==> config.mk <==
export PLATFORM = sky130hd
export DESIGN_NAME = apo_param_override
export DESIGN_NICKNAME = d
export VERILOG_FILES = /design/src/apo_pkg.sv /design/src/apo_param_override.sv /design/src/apo_gain_table.sv
export SDC_FILE = /design/constraint.sdc
export NUM_CORES = 1
export LEC_CHECK = 0
export ABC_AREA = 1
export BUFFER_PORTS_ARGS = -buffer_cell sky130_fd_sc_hd__buf_4
export CAP_MARGIN = 20
export CORE_UTILIZATION = 31
export DETAILED_ROUTE_END_ITERATION = 16
export PLACE_DENSITY = 0.55
export REMOVE_ABC_BUFFERS = 1
export SLEW_MARGIN = 0
export SYNTH_ARGS = -nofsm -noshare
export SYNTH_HDL_FRONTEND = slang
export SYNTH_SLANG_ARGS = --single-unit
export TNS_END_PERCENT = 100
==> constraint.sdc <==
create_clock -name i_mclk -period 2.5 [get_ports i_mclk]
set_clock_uncertainty 0.1 [all_clocks]
set_input_delay 0.375 -clock i_mclk [delete_from_list [all_inputs] [get_ports i_mclk]]
set_output_delay 0.375 -clock i_mclk [all_outputs]
set_load 0.1 [all_outputs]
==> src/apo_pkg.sv <==
/*
  Constants, register map and carrier types for the auto-tuning parameter override block.
  Assumes a single control clock and a plain register port owned by the drive's software.
*/
package apo_pkg;

  // Bus and storage sizes.
  localparam int APO_AW   = 8;
  localparam int APO_DW   = 16;
  localparam int APO_NPRM = 28;
  localparam int APO_SW   = 5;

  // Register offsets.
  localparam logic [7:0] APO_OFS_MODE  = 8'h00;
  localparam logic [7:0] APO_OFS_STIFF = 8'h01;
  localparam logic [7:0] APO_OFS_CTRL  = 8'h02;
  localparam logic [7:0] APO_OFS_STAT  = 8'h03;
  localparam logic [7:0] APO_OFS_PRM   = 8'h20;
  localparam logic [7:0] APO_OFS_FEXP  = 8'h40;
  localparam logic [7:0] APO_OFS_DOBG  = 8'h41;
  localparam logic [7:0] APO_OFS_DOBF  = 8'h42;

  // Function expansion bit positions.
  localparam int APO_FEXP_IVOB = 0;
  localparam int APO_FEXP_DOB  = 1;

  // Reset values.
  localparam logic [7:0]  APO_MODE_RST  = 8'h00;
  localparam logic [4:0]  APO_STIFF_RST = 5'h00;
  localparam logic [3:0]  APO_CTRL_RST  = 4'hB;
  localparam logic [7:0]  APO_FEXP_RST  = 8'h00;
  localparam logic [15:0] APO_DOBG_RST  = 16'h0000;
  localparam logic [15:0] APO_DOBF_RST  = 16'h000A;

  // Parameter indices inside the gain and switching array.
  localparam int APO_IX_POS1 = 0;
  localparam int APO_IX_VEL1 = 1;
  localparam int APO_IX_INT1 = 2;
  localparam int APO_IX_VDF1 = 3;
  localparam int APO_IX_FLT1 = 4;
  localparam int APO_IX_POS2 = 5;
  localparam int APO_IX_VEL2 = 6;
  localparam int APO_IX_INT2 = 7;
  localparam int APO_IX_VDF2 = 8;
  localparam int APO_IX_FLT2 = 9;
  localparam int APO_IX_VFFG = 10;
  localparam int APO_IX_VFFF = 11;
  localparam int APO_IX_TFFG = 12;
  localparam int APO_IX_TFFF = 13;
  localparam int APO_IX_SEL2 = 14;
  localparam int APO_IX_PMOD = 15;
  localparam int APO_IX_PDLY = 16;
  localparam int APO_IX_PLVL = 17;
  localparam int APO_IX_PHYS = 18;
  localparam int APO_IX_PTIM = 19;
  localparam int APO_IX_VMOD = 20;
  localparam int APO_IX_TMOD = 24;
  localparam int APO_IX_LAST = 27;

  // Values forced by the auto-tuning function.
  localparam logic [15:0] APO_ZERO       = 16'h0000;
  localparam logic [15:0] APO_FIX_VFFG   = 16'h012C;
  localparam logic [15:0] APO_FIX_VFFF   = 16'h0032;
  localparam logic [15:0] APO_INT2_FIX   = 16'h2710;
  localparam logic [15:0] APO_GSW_SEL2   = 16'h0001;
  localparam logic [15:0] APO_GSW_MOD_ON = 16'h000A;
  localparam logic [15:0] APO_GSW_DLY    = 16'h0032;
  localparam logic [15:0] APO_GSW_LVL    = 16'h0032;
  localparam logic [15:0] APO_GSW_HYS    = 16'h0021;
  localparam logic [15:0] APO_GSW_TIM    = 16'h0021;

  // Legal ranges per entry, index 0 first.
  localparam logic [15:0] APO_PRM_MIN [APO_NPRM] = '{
    16'h0000, 16'h0001, 16'h0001, 16'h0000, 16'h0000, 16'h0000, 16'h0001,
    16'h0001, 16'h0000, 16'h0000, 16'h0000, 16'h0001, 16'h0000, 16'h0000,
    16'h0000, 16'h0000, 16'h0000, 16'h0000, 16'h0000, 16'h0000, 16'h0000,
    16'h0000, 16'h0000, 16'h0000, 16'h0000, 16'h0000, 16'h0000, 16'h0000};
  localparam logic [15:0] APO_PRM_MAX [APO_NPRM] = '{
    16'h7530, 16'h7FFF, 16'h2710, 16'h0005, 16'h09C4, 16'h7530, 16'h7FFF,
    16'h2710, 16'h0005, 16'h09C4, 16'h03E8, 16'h1900, 16'h03E8, 16'h1900,
    16'h0001, 16'h000A, 16'h2710, 16'h4E20, 16'h4E20, 16'h2710, 16'h0005,
    16'h2710, 16'h4E20, 16'h4E20, 16'h0003, 16'h2710, 16'h4E20, 16'h4E20};

  // Disturbance observer ranges; the gain is two's complement.
  localparam logic signed [15:0] APO_DOBG_MIN = 16'shFF9C;
  localparam logic signed [15:0] APO_DOBG_MAX = 16'sh0064;
  localparam logic [15:0]        APO_DOBF_MIN = 16'h000A;
  localparam logic [15:0]        APO_DOBF_MAX = 16'h09C4;

  typedef logic [APO_NPRM-1:0][APO_DW-1:0] apo_prm_t;

  typedef struct packed {
    logic [APO_AW-1:0] addr;
    logic [APO_DW-1:0] wdata;
    logic              wr;
    logic              rd;
  } apo_bus_s;

  typedef struct packed {
    logic gsw_en;
    logic keep_cur;
    logic fixed_valid;
    logic stiff_valid;
  } apo_ctrl_s;

  typedef struct packed {
    logic [15:0] pos1;
    logic [15:0] vel1;
    logic [15:0] int1;
    logic [15:0] flt1;
    logic [15:0] pos2;
  } apo_gain_s;

  typedef struct packed {
    logic dob_en;
    logic ivob_en;
  } apo_obs_s;

endpackage

==> src/apo_param_override.sv <==
/*
  Auto-tuning parameter override: stores the loop, filter and switching parameters
  written by software and rewrites them from the stiffness setting and fixed values
  while auto-tuning is on, and masks the observers without touching their settings.
  Assumes one control clock, an asynchronous active-low reset and a register master
  that issues one-cycle strobes and takes read data in the cycle after the strobe.
*/
`timescale 1ns/100ps
module apo_param_override
  import apo_pkg::*;
(
  // Clock and reset.
  input  wire logic              i_mclk,
  input  wire logic              i_nrst,
  // Register port.
  input  apo_bus_s               i_bus,
  output logic [APO_DW-1:0]      o_rdata,
  // Effective parameters for the control loops.
  output apo_prm_t               o_prm,
  output logic [7:0]             o_fexp_eff,
  output logic [APO_DW-1:0]      o_dob_gain,
  output logic [APO_DW-1:0]      o_dob_filt,
  output apo_obs_s               o_obs,
  output logic                   o_auto_en
);

  logic [7:0]        mode_q;
  logic [APO_SW-1:0] stiff_q;
  apo_ctrl_s         ctrl_q;
  logic [7:0]        fexp_q;
  logic [7:0]        fexp_eff_q;
  logic [15:0]       dobg_q;
  logic [15:0]       dobf_q;
  apo_obs_s          obs_q;
  logic              auto_en_q;
  logic [15:0]       rdata_q;
  apo_prm_t          prm_q;
  apo_prm_t          frc_val;
  logic [APO_NPRM-1:0] frc_en;
  apo_gain_s         gain;
  logic              auto_en_d;
  logic              prm_hit;
  logic [4:0]        prm_ix;
  logic [15:0]       rd_mux;

  // Saturates a written value to the legal range of its entry.
  function automatic logic [15:0] apo_clamp(input logic [15:0] v, input logic [15:0] lo,
                                            input logic [15:0] hi);
    apo_clamp = (v < lo) ? lo : ((v > hi) ? hi : v);
  endfunction

  apo_gain_table u_table (
    .i_stiff (stiff_q),
    .o_gain  (gain)
  );

  assign auto_en_d = (mode_q != APO_MODE_RST);
  assign prm_ix    = i_bus.addr[4:0];
  assign prm_hit   = (i_bus.addr[7:5] == APO_OFS_PRM[7:5]) && (prm_ix <= 5'(APO_IX_LAST));

  // Mode, stiffness and control settings.
  always_ff @(posedge i_mclk or negedge i_nrst) begin
    if (!i_nrst) begin
      mode_q  <= APO_MODE_RST;
      stiff_q <= APO_STIFF_RST;
      ctrl_q  <= APO_CTRL_RST;
    end else if (i_bus.wr) begin
      if (i_bus.addr == APO_OFS_MODE) begin
        mode_q <= i_bus.wdata[7:0];
      end
      if (i_bus.addr == APO_OFS_STIFF) begin
        stiff_q <= i_bus.wdata[APO_SW-1:0];
      end
      if (i_bus.addr == APO_OFS_CTRL) begin
        ctrl_q <= i_bus.wdata[3:0];
      end
    end
  end

  // Override values; each group has its own enabling condition.
  always_comb begin
    frc_en  = '0;
    frc_val = '0;
    if (auto_en_d && ctrl_q.stiff_valid) begin
      frc_en[APO_IX_POS1]  = 1'b1;
      frc_val[APO_IX_POS1] = gain.pos1;
      frc_en[APO_IX_VEL1]  = 1'b1;
      frc_val[APO_IX_VEL1] = gain.vel1;
      frc_en[APO_IX_INT1]  = 1'b1;
      frc_val[APO_IX_INT1] = gain.int1;
      frc_en[APO_IX_FLT1]  = 1'b1;
      frc_val[APO_IX_FLT1] = gain.flt1;
      frc_en[APO_IX_POS2]  = 1'b1;
      frc_val[APO_IX_POS2] = gain.pos2;
      frc_en[APO_IX_VEL2]  = 1'b1;
      frc_val[APO_IX_VEL2] = gain.vel1;
      frc_en[APO_IX_INT2]  = 1'b1;
      frc_val[APO_IX_INT2] = APO_INT2_FIX;
      frc_en[APO_IX_FLT2]  = 1'b1;
      frc_val[APO_IX_FLT2] = gain.flt1;
    end
    if (auto_en_d && ctrl_q.fixed_valid) begin
      frc_en[APO_IX_VDF1]  = 1'b1;
      frc_val[APO_IX_VDF1] = APO_ZERO;
      frc_en[APO_IX_VDF2]  = 1'b1;
      frc_val[APO_IX_VDF2] = APO_ZERO;
      frc_en[APO_IX_TFFG]  = 1'b1;
      frc_val[APO_IX_TFFG] = APO_ZERO;
      frc_en[APO_IX_TFFF]  = 1'b1;
      frc_val[APO_IX_TFFF] = APO_ZERO;
      frc_en[APO_IX_VFFG]  = 1'b1;
      frc_val[APO_IX_VFFG] = APO_FIX_VFFG;
      frc_en[APO_IX_VFFF]  = 1'b1;
      frc_val[APO_IX_VFFF] = APO_FIX_VFFF;
    end
    // The position switching mode is forced whether or not current settings are kept.
    if (auto_en_d) begin
      frc_en[APO_IX_PMOD]  = 1'b1;
      frc_val[APO_IX_PMOD] = ctrl_q.gsw_en ? APO_GSW_MOD_ON : APO_ZERO;
    end
    if (auto_en_d && !ctrl_q.keep_cur) begin
      frc_en[APO_IX_SEL2]  = 1'b1;
      frc_val[APO_IX_SEL2] = APO_GSW_SEL2;
      frc_en[APO_IX_PDLY]  = 1'b1;
      frc_val[APO_IX_PDLY] = APO_GSW_DLY;
      frc_en[APO_IX_PLVL]  = 1'b1;
      frc_val[APO_IX_PLVL] = APO_GSW_LVL;
      frc_en[APO_IX_PHYS]  = 1'b1;
      frc_val[APO_IX_PHYS] = APO_GSW_HYS;
      frc_en[APO_IX_PTIM]  = 1'b1;
      frc_val[APO_IX_PTIM] = APO_GSW_TIM;
      frc_en[APO_IX_LAST:APO_IX_VMOD] = '1;
    end
  end

  // One register per entry; all forced entries change on the same edge.
  for (genvar gi = 0; gi < APO_NPRM; gi++) begin : g_prm
    always_ff @(posedge i_mclk or negedge i_nrst) begin
      if (!i_nrst) begin
        prm_q[gi] <= APO_PRM_MIN[gi];
      end else if (frc_en[gi]) begin
        prm_q[gi] <= frc_val[gi];
      end else if (i_bus.wr && prm_hit && (prm_ix == 5'(gi))) begin
        prm_q[gi] <= apo_clamp(i_bus.wdata, APO_PRM_MIN[gi],
                               APO_PRM_MAX[gi]);
      end
    end
  end

  // Observer settings; writes are taken even while the observer is masked.
  always_ff @(posedge i_mclk or negedge i_nrst) begin
    if (!i_nrst) begin
      fexp_q <= APO_FEXP_RST;
      dobg_q <= APO_DOBG_RST;
      dobf_q <= APO_DOBF_RST;
    end else if (i_bus.wr) begin
      if (i_bus.addr == APO_OFS_FEXP) begin
        fexp_q <= i_bus.wdata[7:0];
      end
      if (i_bus.addr == APO_OFS_DOBG) begin
        dobg_q <= ($signed(i_bus.wdata) < APO_DOBG_MIN) ? APO_DOBG_MIN :
                  (($signed(i_bus.wdata) > APO_DOBG_MAX) ? APO_DOBG_MAX : i_bus.wdata);
      end
      if (i_bus.addr == APO_OFS_DOBF) begin
        dobf_q <= apo_clamp(i_bus.wdata, APO_DOBF_MIN, APO_DOBF_MAX);
      end
    end
  end

  // Effective observer view, derived from the stored setting.
  always_ff @(posedge i_mclk or negedge i_nrst) begin
    if (!i_nrst) begin
      fexp_eff_q <= APO_FEXP_RST;
      obs_q      <= '0;
      auto_en_q  <= 1'b0;
    end else begin
      auto_en_q  <= auto_en_d;
      fexp_eff_q <= auto_en_d ? (fexp_q & 8'hFC) : fexp_q;
      obs_q.ivob_en <= fexp_q[APO_FEXP_IVOB] && !auto_en_d;
      obs_q.dob_en  <= fexp_q[APO_FEXP_DOB] && !auto_en_d;
    end
  end

  // Read path; unmapped offsets read as zero.
  always_comb begin
    rd_mux = '0;
    if (prm_hit) begin
      rd_mux = prm_q[prm_ix];
    end else begin
      unique case (i_bus.addr)
        APO_OFS_MODE:  rd_mux = {8'h00, mode_q};
        APO_OFS_STIFF: rd_mux = {11'h000, stiff_q};
        APO_OFS_CTRL:  rd_mux = {12'h000, ctrl_q};
        APO_OFS_STAT:  rd_mux = {5'h00, auto_en_q, obs_q, fexp_eff_q};
        APO_OFS_FEXP:  rd_mux = {8'h00, fexp_q};
        APO_OFS_DOBG:  rd_mux = dobg_q;
        APO_OFS_DOBF:  rd_mux = dobf_q;
        default:       rd_mux = '0;
      endcase
    end
  end

  // Read data stand for one cycle after the strobe and are zero otherwise.
  always_ff @(posedge i_mclk or negedge i_nrst) begin
    if (!i_nrst) begin
      rdata_q <= '0;
    end else begin
      rdata_q <= i_bus.rd ? rd_mux : 16'h0000;
    end
  end

  assign o_rdata    = rdata_q;
  assign o_prm      = prm_q;
  assign o_fexp_eff = fexp_eff_q;
  assign o_dob_gain = dobg_q;
  assign o_dob_filt = dobf_q;
  assign o_obs      = obs_q;
  assign o_auto_en  = auto_en_q;
endmodule

==> src/apo_gain_table.sv <==
/*
  Stiffness to basic gain lookup for the auto-tuning override block.
  Assumes the caller registers the result; the second velocity gain and filter
  equal the first ones and the second integration constant is fixed.
*/
`timescale 1ns/100ps
module apo_gain_table
  import apo_pkg::*;
(
  // Stiffness setting.
  input  wire logic [APO_SW-1:0] i_stiff,
  // Basic gain set.
  output apo_gain_s              o_gain
);

  always_comb begin
    unique case (i_stiff)
      5'h00: o_gain = '{16'h0014, 16'h000F, 16'h0E74, 16'h05DC, 16'h0019};
      5'h01: o_gain = '{16'h0019, 16'h0014, 16'h0AF0, 16'h044C, 16'h001E};
      5'h02: o_gain = '{16'h001E, 16'h0019, 16'h0898, 16'h0384, 16'h0028};
      5'h03: o_gain = '{16'h0028, 16'h001E, 16'h076C, 16'h0320, 16'h002D};
      5'h04: o_gain = '{16'h002D, 16'h0023, 16'h0640, 16'h0258, 16'h0037};
      5'h05: o_gain = '{16'h0037, 16'h002D, 16'h04B0, 16'h01F4, 16'h0046};
      5'h06: o_gain = '{16'h004B, 16'h003C, 16'h0384, 16'h0190, 16'h005F};
      5'h07: o_gain = '{16'h005F, 16'h004B, 16'h02BC, 16'h012C, 16'h0078};
      5'h08: o_gain = '{16'h0073, 16'h005A, 16'h0258, 16'h012C, 16'h008C};
      5'h09: o_gain = '{16'h008C, 16'h006E, 16'h01F4, 16'h00C8, 16'h00AF};
      5'h0A: o_gain = '{16'h00AF, 16'h008C, 16'h0190, 16'h00C8, 16'h00DC};
      5'h0B: o_gain = '{16'h0140, 16'h00B4, 16'h0136, 16'h007E, 16'h017C};
      5'h0C: o_gain = '{16'h0186, 16'h00DC, 16'h00FA, 16'h0067, 16'h01CC};
      5'h0D: o_gain = '{16'h01E0, 16'h010E, 16'h00D2, 16'h0054, 16'h023A};
      5'h0E: o_gain = '{16'h0276, 16'h015E, 16'h00A0, 16'h0041, 16'h02DA};
      5'h0F: o_gain = '{16'h02D0, 16'h0190, 16'h008C, 16'h0039, 16'h0348};
      5'h10: o_gain = '{16'h0384, 16'h01F4, 16'h0078, 16'h002D, 16'h041A};
      5'h11: o_gain = '{16'h0438, 16'h0258, 16'h006E, 16'h0026, 16'h04EC};
      5'h12: o_gain = '{16'h0546, 16'h02EE, 16'h005A, 16'h001E, 16'h0622};
      5'h13: o_gain = '{16'h0654, 16'h0384, 16'h0050, 16'h0019, 16'h0758};
      5'h14: o_gain = '{16'h080C, 16'h047E, 16'h0046, 16'h0014, 16'h096A};
      5'h15: o_gain = '{16'h09CE, 16'h0578, 16'h003C, 16'h0010, 16'h0B72};
      5'h16: o_gain = '{16'h0BEA, 16'h06A4, 16'h0032, 16'h000D, 16'h0DE8};
      5'h17: o_gain = '{16'h0EBA, 16'h0834, 16'h0028, 16'h000B, 16'h1130};
      5'h18: o_gain = '{16'h118A, 16'h09C4, 16'h0028, 16'h0009, 16'h1478};
      5'h19: o_gain = '{16'h1388, 16'h0AF0, 16'h0023, 16'h0008, 16'h170C};
      5'h1A: o_gain = '{16'h15E0, 16'h0C1C, 16'h001E, 16'h0007, 16'h1964};
      5'h1B: o_gain = '{16'h17D4, 16'h0D48, 16'h001E, 16'h0007, 16'h1BBC};
      5'h1C: o_gain = '{16'h19C8, 16'h0E74, 16'h0019, 16'h0006, 16'h1E14};
      5'h1D: o_gain = '{16'h1C20, 16'h0FA0, 16'h0019, 16'h0006, 16'h20D0};
      5'h1E: o_gain = '{16'h1FA4, 16'h1194, 16'h0014, 16'h0005, 16'h24B8};
      5'h1F: o_gain = '{16'h2328, 16'h1388, 16'h0014, 16'h0005, 16'h2904};
    endcase
  end

endmodule

# Word level (Yosys, flattened, before mapping)
# Memory sizes are Yosys's and may differ from the RTL's.
# Cells that the tools add are included.
[totals]
n_memories = 1
ff_bits = 532
wordCells = 274
ram_bits = 0
output_inout_bits = 507
latch_bits = 0
romBits = 2048
input_bits = 28
[mem_list]
columns = ["memory", "depth", "width", "rd", "rd_clocked_by_memory_dff", "wr", "line_no", "rtl"]
rows = [
  ["(no name shown)", 32, 64, 1, 0, 0, "apo_gain_table.sv:17", "unique case (i_stiff)"],
]
[classes]
n_eq_ne = 34
n_reduce_logical = 74
n_lt_le_gt_ge = 18
div = 0
addsub = 0
muxes = 105
n_mul = 0
bitwise = 0
n_shift = 0
[ops]
columns = ["operator", "count"]
rows = [
  ["$mux 16", 87],
  ["$pmux 16 s7", 1],
  ["$bmux 16 s5", 1],
  ["$mux 62", 1],
  ["$eq 5x5->1 const B", 12],
  ["$reduce_bool 2->1", 28],
  ["$mux 54", 1],
  ["$gt 16x15->1 const B", 3],
  ["$mux 48", 1],
  ["$eq 5x4->1 const B", 8],
  ["$logic_and 1x1->1", 35],
  ["$lt 16x1->1 const B", 2],
  ["$eq 8x7->1 const B", 3],
  ["$mux 22", 1],
  ["$eq 5x3->1 const B", 4],
  ["$eq 8x2->1 const B", 2],
  ["$gt 16x1->1 const B", 1],
  ["$gt 16x10->1 const B", 1],
  ["$gt 16x12->1 const B", 1],
  ["$gt 16x13->1 const B", 1],
  ["$gt 16x14->1 const B", 1],
  ["$gt 16x2->1 const B", 1],
  ["$gt 16x3->1 const B", 1],
  ["$gt 16x4->1 const B", 1],
  ["19 further kinds", 33],
]

# Longest topological paths before layout
[depth]
depth_word = 6
mapped_depth = 14
ltp_nobuf = 12

# Hierarchy
# A second synthesis with hierarchy kept.
[hier_totals]
hier_cells = 4033
hier_area_um2 = 28295.9
[by_module_without_submodules]
columns = ["module", "cells_per_inst", "instances", "seq_area_each_um2", "area_per_inst_um2"]
rows = [
  ["apo_param_override", 3638, 1, 13275.2, 26280.2],
  ["apo_gain_table", 395, 1, 0.0, 2015.7],
]

# Worst setup path before layout
# No wires, ideal clock.
[synth_timing]
path_type = "flip-flop to flip-flop"
startpoint = "reg stiff_q[1]"
endpoint = "reg prm_q (netlist bit o_prm[103])"
period_less_slack_ps = 2120
t_arrival_ps = 1900
path_buffers = 0
path_stages_with_launch = 13
path_slack_ps = 380
t_required_ps = 2280
setup_time_ps = 120
cell_sequence = "dfrtp_1 inv_1 ha_1 inv_1 ha_1 inv_1 nand2_1 o22ai_1 nor2_1 nor2_1 nand2_1 nand2_1 nand2_1"
[synth_via]
elab_chain_cells = 3
[synth_lines]
columns = ["item", "line_no", "rtl"]
rows = [
  ["start, declared", "apo_param_override.sv:28", "logic [APO_SW-1:0] stiff_q;"],
  ["start signal, assigned", "apo_param_override.sv:72", "stiff_q <= i_bus.wdata[APO_SW-1:0];"],
  ["$mem_v2 32x64", "--", ""],
  ["$mux 62", "apo_param_override.sv:84", "if (auto_en_d && ctrl_q.stiff_valid) begin"],
  ["$mux 16", "apo_param_override.sv:141", "end else if (frc_en[gi]) begin"],
  ["end signal, assigned by index", "apo_param_override.sv:140", "prm_q[gi] <= APO_PRM_MIN[gi];"],
  ["end signal, assigned by index", "apo_param_override.sv:142", "prm_q[gi] <= frc_val[gi];"],
  ["end signal, assigned by index", "apo_param_override.sv:144", "prm_q[gi] <= apo_clamp(i_bus.wdata, APO_PRM_MIN[gi],"],
  ["end, declared", "apo_param_override.sv:37", "apo_prm_t prm_q;"],
]
# No other way between the ends.
# A chain may end at the register's enable or synchronous reset.

# Final worst setup path
[layout_timing]
startpoint = "reg stiff_q[2]"
endpoint = "reg prm_q (netlist bit o_prm[17])"
[layout_via]
elab_chain_cells = 3
[layout_lines]
columns = ["item", "line_no"]
rows = [
  ["$mem_v2 32x64", "--"],
  ["$mux 48", "apo_param_override.sv:84"],
  ["$mux 16", "apo_param_override.sv:141"],
]
# No other way between the ends.

==> results_dict.tcl <==
set metrics [dict create \
    cts.sinks 530 \
    antenna_found_initial 5 \
    drv_slew 0 \
    synth_top_area_cell "dfrtp_1" \
    final_common_cell "nand2_1" \
    cts.htree.levels 3 \
    hold_path_depth 3 \
    synth_top_flop_cell "dfrtp_1" \
    yosys_register_bits 530 \
    setup_viol 0 \
    synth_edf_count 0 \
    cap_violations 0 \
    grtUsageTotal 0.3379 \
    critical_path_class "flop to flop" \
    drt_first_pass_iters 6 \
    max_slew.worst_pin.slew_ns 1.132 \
    coreArea_sq_um 91520 \
    period_minus_slack_ns 2.342 \
    p_leak_nw 20.12 \
    grt_pass1_vias 30041 \
    status "finished clean" \
    clk_pin_slew_ns 0.06 \
    cp_data_arrival_time_ns 2.77 \
    min_path_type "primary input to flop" \
    synth_top_area_share 0.4550 \
    synthCells 4081 \
    seq_area_frac_synth 0.4642 \
    die_h_um 305.7 \
    drt_iter0_markers 3394 \
    grt_max_degree 75 \
    rows 111 \
    final_cell_mix "nand2_1, buf_4, nor2_1" \
    rsz0062_at_grt "no" \
    wirelength_um 161700 \
    ys_warn_count 0 \
    netlist_top_cells_area "dfrtp_1, nand2_1, nor2_1" \
    start_kind "flop" \
    syn_area_per_cell_sq_um 7.008 \
    root_buffer "clkbuf_16" \
    fp.dieArea_sq_um 93480 \
    dp_hpwl_um 125800 \
    area_growth_pct 32.91 \
    required_ns 2.93 \
    drc_errors 0 \
    end_kind "flop" \
    ys_types 49 \
    async_flop_share 1.000 \
    min_period_over_period 0.9368 \
    ant_nets 0 \
    post-route-util 0.4153 \
    vias 31656 \
    grt.overflow.total 0 \
    via_per_inst 5.270 \
    ir_drop_mv 1.145 \
    wire_per_inst_um 26.92 \
    max_freq_ghz 0.4270 \
    boundaryPins 535 \
    grt_pass1_wl_um 225700 \
    relSlewSlack 0.2372 \
    initial_utilization 0.3125 \
    cts_tree "yes" \
    hold_ws_ns 0.07933 \
    r2r_cells 10 \
    path_max_fanout 9 \
    synth_area_sq_um 28600 \
    routabilityCongestion 1.016 \
    final_nets 4813 \
    powerDensity_nw_per_um2 1080 \
    numCtsBuffers 66 \
    die_w_um 305.7 \
    clock_latency_ns 0.63 \
    fillers 9625 \
    portBuffers 534 \
    ctsLongestPathBuffers 3 \
    drive_gt1_frac 0.2179 \
    hold_viol_final 0 \
]
## Yosys cell counts (3+ instances only)
master	number
o2111ai_1	3
o21ai_2	4
a22oi_1	3
dfstp_2	10
nand2_4	4
nor2_4	12
nor2_2	17
buf_1	12
nor3_1	13
buf_4	25
buf_6	5
clkbuf_1	58
nand3b_1	9
a21oi_2	5
nor2_8	3
o22ai_1	6
a21oi_1	94
inv_1	350
o21bai_1	9
o211ai_1	6
nand2_1	1433
nand4_1	30
nand2_2	12
a31oi_1	12
inv_2	30
o21ai_1	48
buf_2	114
o21ai_4	3
o21ai_0	289
dfrtp_1	520
nand3_1	247
nor2_1	656
ha_1	15
## cell families after synthesis
group           after synthesis  synth area share
flops                       530            0.4642
simple gates               2449            0.3490
buf+inv                     596           0.08793
fa+ha+maj                    15          0.006562
compound gates              491           0.09231
## final cells by class
cell class | count | area [sq um] | area share
clock inverter | 20 | 260.3 | 0.006847
inverter | 381 | 1436 | 0.03779
clock buffer | 97 | 1899 | 0.04997
multi-input combinational | 2955 | 12820 | 0.3374
sequential | 530 | 13280 | 0.3492
tap | 1186 | 1484 | 0.03904
timing repair buffer | 836 | 6827 | 0.1796
antenna | 2 | 5.005 | 0.0001317
## critical path, cell delays in order (launching register included)
cell and delay (ns):
dfrtp_1 0.41, inv_1 0.30, buf_4 0.26, nand2_1 0.19
nand3_1 0.27, o21ai_0 0.16, o22ai_1 0.23, nand2_1 0.11
nand2_1 0.10, nand2_1 0.07, nand2_1 0.05
## repair_timing
action | in CTS | in global routing
hold buffers | 2 | 0
buffers inserted | 0 | 3
resized for setup | 0 | 1
endpoints found under the setup margin | 0 | 3
hold endpoints to repair | 183 | 0
## routing by layer
layer  track usage  vias up  wire [um]
met5             0        -         21
met4        0.1579        4       8425
li1              -    14110          -
met2        0.5383     1815      73930
met1        0.4400    15393      64700
met3       0.06690      334      14630
## state kept, by name, indices dropped and copies added (netlist names)
signal	flops
o_prm	448
o_fexp_eff	8
ctrl_q	4
mode_q	8
stiff_q	5
o_rdata	16
o_dob_gain	16
o_auto_en	1
fexp_q	8
o_dob_filt	16
## path summary, 6_finish.rpt
check	end	start	slack [ns]
max	o_prm[17]	stiff_q[2]	0.16
max reg2reg	o_prm[17]	stiff_q[2]	0.16
min reg2reg	o_fexp_eff[4]	fexp_q[4]	0.30
min in group asynchronous	o_prm[447]	i_nrst	0.20
min	o_prm[280]	i_bus[10]	0.08
max in group asynchronous	o_dob_filt[3]	i_nrst	1.19
## power by group
part           leakage (nW)  internal, W  switching (W)
logic                  12.3      0.00367         0.0155
registers              6.81       0.0100        0.00205
clock network          1.05      0.00572        0.00409
total                  20.1       0.0194         0.0216
## through the flow
step                setup TNS [ns]  instance area (sq um)  setup slack (ns)  power [W]  instances
floorplan                  -151.46                  27520            -1.219    0.02476       3866
global placement           -0.2998                  35800           -0.1706    0.03121       5883
detailed placement         -0.2619                  35800           -0.1731    0.03121       5883
CTS                              0                  37980            0.1765    0.04101       6002
global route                     0                  38010           0.01395    0.04219       6007
finish                           0                  38010            0.1580    0.04106       6007
(Power assumes the default switching activity.)
